### config.mk
export PLATFORM = sky130hd
export DESIGN_NAME = isam_status
export DESIGN_NICKNAME = d
export VERILOG_FILES = /design/src/design/isam_addr_match.v /design/src/design/isam_status.v
export VERILOG_INCLUDE_DIRS = /design/src /design/src/design
export SDC_FILE = /design/constraint.sdc
export NUM_CORES = 1
export LEC_CHECK = 0
export BUFFER_PORTS_ARGS = -buffer_cell sky130_fd_sc_hd__buf_2
export CAP_MARGIN = 10
export CORE_MARGIN = 2
export CORE_UTILIZATION = 45
export CTS_CLUSTER_DIAMETER = 50
export DETAILED_ROUTE_END_ITERATION = 8
export GPL_TIMING_DRIVEN = 0
export PLACE_DENSITY_LB_ADDON = 0.12
export SYNTH_ARGS = -nofsm -noshare
export SYNTH_HDL_FRONTEND = slang
export SYNTH_HIERARCHICAL = 1
export SYNTH_SLANG_ARGS = --single-unit
### constraint.sdc
create_clock -name aclk -period 6.4 [get_ports aclk]
set_input_delay 0 -clock aclk [delete_from_list [all_inputs] [get_ports aclk]]
set_output_delay 0 -clock aclk [all_outputs]
set_load 0.02 [all_outputs]
### src/design/isam_consts.vh
// register map, field positions and reset values of the status and address mask block
`ifndef ISAM_CONSTS_VH
`define ISAM_CONSTS_VH

`define ISAM_OFF_STATUS      8'h00
`define ISAM_OFF_MASK        8'h04
`define ISAM_OFF_RXDATA      8'h08
`define ISAM_OFF_TXDATA      8'h0C
`define ISAM_OFF_CONFIG      8'h10
`define ISAM_OFF_EVENTS      8'h14
`define ISAM_OFF_EVMASK      8'h18
`define ISAM_OFF_OWNADDR     8'h1C

`define ISAM_ST_ACK          15
`define ISAM_ST_TRS          14
`define ISAM_ST_BCL          10
`define ISAM_ST_GC           9
`define ISAM_ST_A10          8
`define ISAM_ST_WCOL         7
`define ISAM_ST_OV           6
`define ISAM_ST_DA           5
`define ISAM_ST_STOP         4
`define ISAM_ST_START        3
`define ISAM_ST_RW           2
`define ISAM_ST_RBF          1
`define ISAM_ST_TBF          0

`define ISAM_CFG_PROMISC     0
`define ISAM_CFG_GENERAL_CALL_ENABLE        1
`define ISAM_CFG_A10M        2

`define ISAM_EV_MATCH        0
`define ISAM_EV_RX           1
`define ISAM_EV_BCL          2
`define ISAM_EV_STOP         3
`define ISAM_EV_WCOL         4
`define ISAM_EV_OV           5
`define ISAM_EV_W            6

`define ISAM_STAT_RESET      16'h0000
`define ISAM_MASK_RESET      10'h000
`define ISAM_OWN_RESET       10'h000
`define ISAM_RESP_OKAY       2'b00
`define ISAM_RESP_SLVERR     2'b10

`endif

### src/design/isam_addr_match.v
// slave address comparison with don't-care masking and reserved-address filter
`timescale 1ns/1ns
`include "isam_consts.vh"

module isam_addr_match (
   input  wire [7:0]  first_byte,    // first address byte, address in [7:1]
   input  wire [7:0]  second_byte,   // second byte of a ten-bit address
   input  wire        second_valid,  // second_byte holds a received byte
   input  wire [9:0]  own_addr,      // own slave address
   input  wire [9:0]  dont_care,     // addr_dont_care_bits
   input  wire        ten_bit_mode,  // own address is ten bits
   input  wire        promiscuous,   // promiscuous_enable
   input  wire        gc_enable,     // general_call_enable
   output wire        hit_7,         // seven-bit address match
   output wire        hit_10_hi,     // ten-bit upper byte match
   output wire        hit_10,        // full ten-bit match
   output wire        hit_gc         // general call accepted
);
   wire [6:0] a7 = first_byte[7:1];
   wire       reserved;
   wire [9:0] a10;
   wire [9:0] diff10;
   wire [6:0] diff7;

   // ---------------------------------------------------------------
   // reserved addresses
   // ---------------------------------------------------------------
   // reserved never give a seven-bit match; general call 00 is matched separately by hit_gc
   assign reserved = (a7[6:3] == 4'b0000) || (a7[6:2] == 5'b1111_1);

   // ---------------------------------------------------------------
   // masked compare
   // ---------------------------------------------------------------
   // low seven mask bits
   assign diff7 = (a7 ^ own_addr[6:0]) & ~dont_care[6:0];
   assign a10 = {first_byte[2:1], second_byte};
   assign diff10 = (a10 ^ own_addr) & ~dont_care;

   assign hit_7 = !ten_bit_mode && !reserved &&
                  (promiscuous || (diff7 == 7'h00));
   assign hit_10_hi = ten_bit_mode && (first_byte[7:3] == 5'b1111_0) &&
                      (promiscuous || (diff10[9:8] == 2'b00));
   assign hit_10 = hit_10_hi && second_valid &&
                   (promiscuous || (diff10 == 10'h000));
   assign hit_gc = gc_enable && (first_byte == 8'h00);
endmodule

### src/design/isam_status.v
// status flags, address masking and AXI4-Lite registers of the two-wire controller
// Behaviour
// - ack_result_flag follows each acknowledge slot, one for NACK.
// - master_tx_active set at master transmit start, cleared after slave ack.
// - bus_collision_flag set on collision during master operation; software clears.
// - general_call_seen set on general call match, cleared on Stop.
// - ten_bit_match_flag set on second byte match, cleared on Stop.
// - transmit write while busy is dropped and sets tx_write_collision.
// - rx move onto unread holding byte sets rx_overflow_flag; software clears.
// - data/address bit cleared on address match, set after data byte.
// - stop flag set on Stop, cleared on Start or Repeated Start.
// - start flag set on Start or Repeated Start, cleared on Stop.
// - direction bit captured from slave address byte.
// - rx_holding_full set on holding write, cleared by software read.
// - tx_holding_full set by software write, cleared at transmit end.
// - each mask one makes that address bit don't-care.
// - unused status and mask bits read zero.
// - masking applies only with promiscuous mode off.
// - reserved addresses never match.
// - general call answered only when enabled.
//
// The AXI4-Lite slave port and the register offsets were left to the implementer.
`timescale 1ns/1ns
`include "isam_consts.vh"

module isam_status (
   input  wire        aclk,             // clock, 100 MHz
   input  wire        aresetn,          // synchronous reset, active low
   input  wire [7:0]  s_axi_awaddr,     // write address
   input  wire        s_axi_awvalid,    // write address valid
   output wire        s_axi_awready,    // write address ready
   input  wire [31:0] s_axi_wdata,      // write data
   input  wire [3:0]  s_axi_wstrb,      // write strobes
   input  wire        s_axi_wvalid,     // write data valid
   output wire        s_axi_wready,     // write data ready
   output reg  [1:0]  s_axi_bresp,      // write response
   output reg         s_axi_bvalid,     // write response valid
   input  wire        s_axi_bready,     // write response ready
   input  wire [7:0]  s_axi_araddr,     // read address
   input  wire        s_axi_arvalid,    // read address valid
   output wire        s_axi_arready,    // read address ready
   output reg  [31:0] s_axi_rdata,      // read data
   output reg  [1:0]  s_axi_rresp,      // read response
   output reg         s_axi_rvalid,     // read data valid
   input  wire        s_axi_rready,     // read data ready
   input  wire        bus_start,        // start or repeated start seen, pulse
   input  wire        bus_stop,         // stop seen, pulse
   input  wire        ack_slot_end,     // end of an acknowledge slot, pulse
   input  wire        ack_level,        // sampled ack bit, one is NACK
   input  wire        master_tx_begin,  // master begins a byte transmit, pulse
   input  wire        collision,        // collision during master operation, pulse
   input  wire        addr_byte_done,   // first address byte received, pulse
   input  wire        addr2_byte_done,  // second ten-bit address byte received, pulse
   input  wire        data_byte_done,   // data byte received into shift reg, pulse
   input  wire        tx_done,          // transmission of holding data complete, pulse
   input  wire        module_busy,      // controller busy, level
   input  wire [7:0]  rx_shift_reg,     // received byte
   output reg  [7:0]  tx_holding_reg,   // byte to transmit
   output reg         addr_ack,         // acknowledge this address byte
   output wire        irq               // interrupt, active high level
);
   reg  [15:0] stat;
   reg  [9:0]  addr_dont_care_bits;
   reg  [9:0]  own_addr;
   reg  [2:0]  cfg;
   reg  [6:0]  ev;
   reg  [6:0]  ev_mask;
   reg  [7:0]  rx_holding_reg;
   reg  [7:0]  first_byte;
   reg  [7:0]  second_byte;
   reg         second_valid;
   reg         aw_held;
   reg         w_held;
   reg  [7:0]  aw_addr;
   reg  [31:0] w_data;
   reg  [3:0]  w_strb;
   wire        hit_7;
   wire        hit_10_hi;
   wire        hit_10;
   wire        hit_gc;
   wire        wr_fire;
   wire        rd_fire;
   wire        rx_move;
   wire        tx_write;
   wire        rx_read;
   reg  [31:0] next_rdata;
   reg  [1:0]  next_rresp;
   reg  [6:0]  ev_set;

   // ---------------------------------------------------------------
   // helpers
   // ---------------------------------------------------------------
   function is_mapped;
      input [7:0] a;
      begin
         is_mapped = (a == `ISAM_OFF_STATUS) || (a == `ISAM_OFF_MASK) ||
                     (a == `ISAM_OFF_RXDATA) || (a == `ISAM_OFF_TXDATA) ||
                     (a == `ISAM_OFF_CONFIG) || (a == `ISAM_OFF_EVENTS) ||
                     (a == `ISAM_OFF_EVMASK) || (a == `ISAM_OFF_OWNADDR);
      end
   endfunction

   // ---------------------------------------------------------------
   // address matcher
   // ---------------------------------------------------------------
   isam_addr_match u_match (
      .first_byte   (first_byte),
      .second_byte  (second_byte),
      .second_valid (second_valid),
      .own_addr     (own_addr),
      .dont_care    (addr_dont_care_bits),
      .ten_bit_mode (cfg[`ISAM_CFG_A10M]),
      .promiscuous  (cfg[`ISAM_CFG_PROMISC]),
      .gc_enable    (cfg[`ISAM_CFG_GENERAL_CALL_ENABLE]),
      .hit_7        (hit_7),
      .hit_10_hi    (hit_10_hi),
      .hit_10       (hit_10),
      .hit_gc       (hit_gc)
   );

   // ---------------------------------------------------------------
   // bus slave handshake
   // ---------------------------------------------------------------
   // either channel may arrive first; each is held until both are in
   assign s_axi_awready = !aw_held && !s_axi_bvalid;
   assign s_axi_wready  = !w_held && !s_axi_bvalid;
   assign s_axi_arready = !s_axi_rvalid;
   assign wr_fire = (aw_held || s_axi_awvalid) && (w_held || s_axi_wvalid) &&
                    !s_axi_bvalid;
   assign rd_fire = s_axi_arvalid && s_axi_arready;

   wire [7:0]  wa = aw_held ? aw_addr : s_axi_awaddr;
   wire [31:0] wd = w_held ? w_data : s_axi_wdata;
   wire [3:0]  ws = w_held ? w_strb : s_axi_wstrb;

   assign tx_write  = wr_fire && (wa == `ISAM_OFF_TXDATA) && ws[0];
   assign rx_read   = rd_fire && (s_axi_araddr == `ISAM_OFF_RXDATA);
   assign rx_move   = data_byte_done;

   always @(posedge aclk) begin
      if (!aresetn) begin
         aw_held      <= 1'b0;
         w_held       <= 1'b0;
         aw_addr      <= 8'h00;
         w_data       <= 32'h0000_0000;
         w_strb       <= 4'h0;
         s_axi_bvalid <= 1'b0;
         s_axi_bresp  <= `ISAM_RESP_OKAY;
      end else begin
         if (s_axi_awvalid && s_axi_awready && !wr_fire) begin
            aw_held <= 1'b1;
            aw_addr <= s_axi_awaddr;
         end
         if (s_axi_wvalid && s_axi_wready && !wr_fire) begin
            w_held <= 1'b1;
            w_data <= s_axi_wdata;
            w_strb <= s_axi_wstrb;
         end
         if (wr_fire) begin
            aw_held      <= 1'b0;
            w_held       <= 1'b0;
            s_axi_bvalid <= 1'b1;
            s_axi_bresp  <= is_mapped(wa) ? `ISAM_RESP_OKAY : `ISAM_RESP_SLVERR;
         end else if (s_axi_bready) begin
            s_axi_bvalid <= 1'b0;
         end
      end
   end

   // ---------------------------------------------------------------
   // read mux
   // ---------------------------------------------------------------
   always @* begin
      next_rresp = `ISAM_RESP_OKAY;
      case (s_axi_araddr)
         `ISAM_OFF_STATUS:  next_rdata = {16'h0000, stat[15:14], 3'b000, stat[10:0]};
         `ISAM_OFF_MASK:    next_rdata = {22'h00_0000, addr_dont_care_bits};
         `ISAM_OFF_RXDATA:  next_rdata = {24'h00_0000, rx_holding_reg};
         `ISAM_OFF_TXDATA:  next_rdata = {24'h00_0000, tx_holding_reg};
         `ISAM_OFF_CONFIG:  next_rdata = {29'h0000_0000, cfg};
         `ISAM_OFF_EVENTS:  next_rdata = {25'h000_0000, ev};
         `ISAM_OFF_EVMASK:  next_rdata = {25'h000_0000, ev_mask};
         `ISAM_OFF_OWNADDR: next_rdata = {22'h00_0000, own_addr};
         default: begin
            next_rdata = 32'h0000_0000;
            next_rresp = `ISAM_RESP_SLVERR;
         end
      endcase
   end

   always @(posedge aclk) begin
      if (!aresetn) begin
         s_axi_rvalid <= 1'b0;
         s_axi_rdata  <= 32'h0000_0000;
         s_axi_rresp  <= `ISAM_RESP_OKAY;
      end else if (rd_fire) begin
         s_axi_rvalid <= 1'b1;
         s_axi_rdata  <= next_rdata;
         s_axi_rresp  <= next_rresp;
      end else if (s_axi_rready) begin
         s_axi_rvalid <= 1'b0;
      end
   end

   // ---------------------------------------------------------------
   // configuration registers
   // ---------------------------------------------------------------
   always @(posedge aclk) begin
      if (!aresetn) begin
         addr_dont_care_bits <= `ISAM_MASK_RESET;
         own_addr            <= `ISAM_OWN_RESET;
         cfg                 <= 3'b000;
         ev_mask             <= 7'h00;
      end else if (wr_fire) begin
         case (wa)
            `ISAM_OFF_MASK: begin
               if (ws[0]) addr_dont_care_bits[7:0] <= wd[7:0];
               if (ws[1]) addr_dont_care_bits[9:8] <= wd[9:8];
            end
            `ISAM_OFF_OWNADDR: begin
               if (ws[0]) own_addr[7:0] <= wd[7:0];
               if (ws[1]) own_addr[9:8] <= wd[9:8];
            end
            `ISAM_OFF_CONFIG: if (ws[0]) cfg <= wd[2:0];
            `ISAM_OFF_EVMASK: if (ws[0]) ev_mask <= wd[6:0];
            default: ;
         endcase
      end
   end

   // ---------------------------------------------------------------
   // data holding registers and address capture
   // ---------------------------------------------------------------
   always @(posedge aclk) begin
      if (!aresetn) begin
         tx_holding_reg <= 8'h00;
         rx_holding_reg <= 8'h00;
         first_byte     <= 8'hFF;
         second_byte    <= 8'h00;
         second_valid   <= 1'b0;
         addr_ack       <= 1'b0;
      end else begin
         if (tx_write && !module_busy)
            tx_holding_reg <= wd[7:0];
         if (rx_move && !stat[`ISAM_ST_RBF])
            rx_holding_reg <= rx_shift_reg;
         if (addr_byte_done) begin
            first_byte   <= rx_shift_reg;
            second_valid <= 1'b0;
         end
         if (addr2_byte_done) begin
            second_byte  <= rx_shift_reg;
            second_valid <= 1'b1;
         end
         addr_ack <= hit_7 || hit_10 || hit_gc || (hit_10_hi && !second_valid);
      end
   end

   // ---------------------------------------------------------------
   // status flags
   // ---------------------------------------------------------------
   // matches are evaluated one cycle after the byte is captured
   reg addr_chk;
   reg addr2_chk;
   always @(posedge aclk) begin
      if (!aresetn) begin
         stat      <= `ISAM_STAT_RESET;
         addr_chk  <= 1'b0;
         addr2_chk <= 1'b0;
      end else begin
         addr_chk  <= addr_byte_done;
         addr2_chk <= addr2_byte_done;
         if (ack_slot_end)
            stat[`ISAM_ST_ACK] <= ack_level;
         if (master_tx_begin)
            stat[`ISAM_ST_TRS] <= 1'b1;
         else if (ack_slot_end)
            stat[`ISAM_ST_TRS] <= 1'b0;
         if (collision)
            stat[`ISAM_ST_BCL] <= 1'b1;
         else if (wr_fire && wa == `ISAM_OFF_STATUS && ws[1] && !wd[`ISAM_ST_BCL])
            stat[`ISAM_ST_BCL] <= 1'b0;
         if (addr_chk && hit_gc)
            stat[`ISAM_ST_GC] <= 1'b1;
         else if (bus_stop)
            stat[`ISAM_ST_GC] <= 1'b0;
         if (addr2_chk && hit_10)
            stat[`ISAM_ST_A10] <= 1'b1;
         else if (bus_stop)
            stat[`ISAM_ST_A10] <= 1'b0;
         if (tx_write && module_busy)
            stat[`ISAM_ST_WCOL] <= 1'b1;
         else if (wr_fire && wa == `ISAM_OFF_STATUS && ws[0] && !wd[`ISAM_ST_WCOL])
            stat[`ISAM_ST_WCOL] <= 1'b0;
         if (rx_move && stat[`ISAM_ST_RBF])
            stat[`ISAM_ST_OV] <= 1'b1;
         else if (wr_fire && wa == `ISAM_OFF_STATUS && ws[0] && !wd[`ISAM_ST_OV])
            stat[`ISAM_ST_OV] <= 1'b0;
         if (data_byte_done || tx_done)
            stat[`ISAM_ST_DA] <= 1'b1;
         else if ((addr_chk && (hit_7 || hit_gc || hit_10_hi)) || (addr2_chk && hit_10))
            stat[`ISAM_ST_DA] <= 1'b0;
         if (bus_stop) begin
            stat[`ISAM_ST_STOP]  <= 1'b1;
            stat[`ISAM_ST_START] <= 1'b0;
         end else if (bus_start) begin
            stat[`ISAM_ST_STOP]  <= 1'b0;
            stat[`ISAM_ST_START] <= 1'b1;
         end
         if (addr_byte_done)
            stat[`ISAM_ST_RW] <= rx_shift_reg[0];
         // receive full, set wins over read
         if (rx_move)
            stat[`ISAM_ST_RBF] <= 1'b1;
         else if (rx_read)
            stat[`ISAM_ST_RBF] <= 1'b0;
         if (tx_write && !module_busy)
            stat[`ISAM_ST_TBF] <= 1'b1;
         else if (tx_done)
            stat[`ISAM_ST_TBF] <= 1'b0;
      end
   end

   // ---------------------------------------------------------------
   // interrupt events
   // ---------------------------------------------------------------
   always @* begin
      ev_set = 7'h00;
      ev_set[`ISAM_EV_MATCH] = addr_chk && (hit_7 || hit_gc);
      ev_set[`ISAM_EV_RX]    = rx_move;
      ev_set[`ISAM_EV_BCL]   = collision;
      ev_set[`ISAM_EV_STOP]  = bus_stop;
      ev_set[`ISAM_EV_WCOL]  = tx_write && module_busy;
      ev_set[`ISAM_EV_OV]    = rx_move && stat[`ISAM_ST_RBF];
      ev_set[`ISAM_EV_W]     = addr2_chk && hit_10;
   end

   // read of the event register clears it, but a same-cycle event survives
   always @(posedge aclk) begin
      if (!aresetn)
         ev <= 7'h00;
      else if (rd_fire && s_axi_araddr == `ISAM_OFF_EVENTS)
         ev <= ev_set;
      else
         ev <= ev | ev_set;
   end

   assign irq = |(ev & ev_mask);
endmodule

==> results.sh <==
export IMPL_outcome="finished, final reports clean"
export IMPL_hold_class="primary input to flop"
export IMPL_max_stage_delay_ps=580
export IMPL_holdPathStages=3
export IMPL_die_h_um=119
export IMPL_die_area_um2=14200
export IMPL_period_share_pct=41.7
export IMPL_synthArstFlopShare_pct=0
export IMPL_ys_seq_area_share_pct=42.4
export IMPL_drc=0
export IMPL_root_buffer="clkbuf_16"
export IMPL_layout_drive_gt1_share_pct=21.7
export IMPL_core_area_um2=13100
export IMPL_post_cts_buffers=0
export IMPL_cp_arrival_ps=2990
export IMPL_cts_buffer_depth=2
export IMPL_grt_start_max_net_pins=17
export IMPL_ctsResizeCount=0
export IMPL_initial_core_util_pct=45.5
export IMPL_yosysWarningCount=6
export IMPL_cp_data_required_time_ps=6720
export IMPL_fillers=1144
export IMPL_grt_pass1_wl_um=27700
export IMPL_drv_slew=0
export IMPL_p_total_mw=2.12
export IMPL_area_growth_pct=30.3
export IMPL_cts_sinks=126
export IMPL_wirelength_um=17800
export IMPL_antenna_found_initial=0
export IMPL_ff_latch_area_um2=2520
export IMPL_pin_count=129
export IMPL_cts_made_buffers=17
export IMPL_path_class="flop to flop"
export IMPL_synth_edf_count=0
export IMPL_holdWs_ps=26.0
export IMPL_io_buffers=82
export IMPL_setup_violations=0
export IMPL_dp_cells=874
export IMPL_power_density_nw_per_um2=274
export IMPL_min_period_ps=2670
export IMPL_viasPerCell=5.27
export IMPL_max_vdd_ir_drop_v=0.000200
export IMPL_rows=42
export IMPL_slowest_stage="dlygate4sd3_1"
export IMPL_final_nets=840
export IMPL_path_cells="xnor2_1 -> o22ai_1 -> o41ai_1 -> and3_1 -> nand2_1 -> a311oi_1 -> dlygate4sd3_1 -> nor2b_1"
export IMPL_synth_area_per_cell_um2=9.99
export IMPL_fin_cells=951
export IMPL_largest_registers="s_axi_rdata (13), stat (13), w_data (11)"
export IMPL_rsz0062_at_grt="no"
export IMPL_cts_tree="built"
export IMPL_drtPass1Iterations=5
export IMPL_path_max_fanout=4
export IMPL_grt_pass1_vias=4970
export IMPL_setup_worst_path_end_class="flop"
export IMPL_die_x_um=119
export IMPL_synthCells=596
export IMPL_gp_congestion=0.926
export IMPL_diodes=0
export IMPL_pre_cts_slack_ps=4020
export IMPL_grtUsageTotal_pct=25.9
export IMPL_cts_htree_levels=4
export IMPL_vias=5015
export IMPL_finClkSkew_ps=8.05
export IMPL_slew_headroom_pct=48.9
export IMPL_clk_insertion_delay_late_ps=420
export IMPL_ant_nets=0
export IMPL_fmax_ghz=0.374
export IMPL_clk_pin_slew_ps=60
export IMPL_tightest_slew_ps=767
export IMPL_max_cap_violations=0
export IMPL_power_leakage_nw=3.44
export IMPL_cp_start_kind="flop"
export IMPL_tns_ps=0
export IMPL_multi_input_area_um2=3170
export IMPL_avgRoutedWirePerCell_um=18.7
export IMPL_drtIter0Drc=386
export IMPL_synth_main_ff_cell="dfxtp_1"
export IMPL_finalWorstSetupSlack_ps=3730
export IMPL_r2r_worst_path_cells=8
export IMPL_overflow=0
export IMPL_ys_types=59
export IMPL_finalHoldViolations=0
export IMPL_hpwl_um=13000
export IMPL_ys_seq_elements=126
export IMPL_syn_area_um2=5950
-- logic make-up after synthesis --
group                     share of synthesized area (%)
muxes                                              22.0
and+or+nand+nor                                    17.5
other                                            0.0630
DFF                                                42.4
xor gates and xnor gates                           2.50
AOI/OAI and AO/OA                                  9.94
buffers and inverters                              5.61
-- report_power, final --
group          internal [mW]  switching (mW)
logic                  0.107           0.124
clock network          0.709           0.350
registers              0.811          0.0207
-- cell type report --
type                            count  area share, %
Buffer                             53           3.82
Multi-Input combinational cell    427           40.9
Tap cell                          176           2.84
Inverter                           10          0.484
Clock buffer                       21           5.93
Clock inverter                     11           2.42
Sequential cell                   126           32.5
Timing Repair Buffer              127           11.1
-- synthesized netlist by cell type, drive strengths merged (10+ instances only) --
cell type / n / area (µm²)
clkbuf: 25 / 93.8
nor2b: 53 / 332
mux4: 10 / 225
o21ai: 12 / 60.1
buf: 28 / 203
dfxtp: 126 / 2520
a22oi: 10 / 75.1
nand2: 76 / 285
mux2: 13 / 146
mux2i: 94 / 941
xnor2: 17 / 149
nor2: 13 / 48.8
-- placed cells by master (no fill, tap or decap), types with 3 or more instances in the layout --
cell type	Yosys	routed
dlygate4sd3_1	0	45
nor3b_1	3	3
nor2_1	13	13
a32o_1	3	3
nand3b_1	5	5
nand4_1	4	4
dfxtp_1	126	126
buf_1	4	4
xnor2_1	17	17
o22ai_1	8	8
clkinv_2	0	4
clkbuf_16	0	17
mux2_2	13	13
buf_2	0	82
buf_4	22	22
a21boi_0	9	9
and2_1	5	5
mux2i_1	94	94
o21a_1	5	5
nand2_1	76	76
bufinv_16	0	5
o21ai_0	12	12
a22oi_1	10	10
nand2b_1	8	8
nor3_1	3	3
inv_1	9	9
conb_1	1	21
mux4_2	10	10
nand3_1	7	7
clkbuf_1	25	27
a21oi_1	8	8
nor2b_1	53	53
-- worst max-delay path: cells and delay by family (launching register included) --
| family | cells | cell delay [ps] |
|---|---|---|
| AO/OA/AOI/OAI | 3 | 890 |
| XOR/XNOR | 1 | 160 |
| buffers and inverters | 1 | 580 |
| flip-flops | 1 | 490 |
| AND/OR/NAND/NOR | 3 | 430 |
-- timing repair --
item / in CTS / in global routing
setup endpoints to repair: 0 / 0
hold buffers: 45 / 0
hold endpoints to repair: 66 / 0
-- per-stage QoR --
stage	utilization, %	instance area (µm²)
3_5_place_dp	50.9	6660
6_report	59.3	7760
3_3_place_gp	50.9	6660
2_1_floorplan	-	6030
4_1_cts	59.3	7760
5_1_grt	59.3	7760
-- worst paths after layout --
kind / start / to / slack (ps)
max: own_addr[3] / stat[5] / 3730
min: aresetn / tx_holding_reg[7] / 30
max reg2reg: own_addr[3] / stat[5] / 3730
min reg2reg: s_axi_rdata[5] / s_axi_rdata[5] / 460
-- layer usage --
layer | up-vias | global-route usage, % | wire (µm)
li1 | 2401 | - | -
met1 | 2413 | 34.5 | 8120
met2 | 170 | 41.4 | 8270
met3 | 31 | 6.03 | 1020
met4 | 0 | 8.93 | 375
met5 | - | 0 | 0
Power figures use the tool's default switching activity.
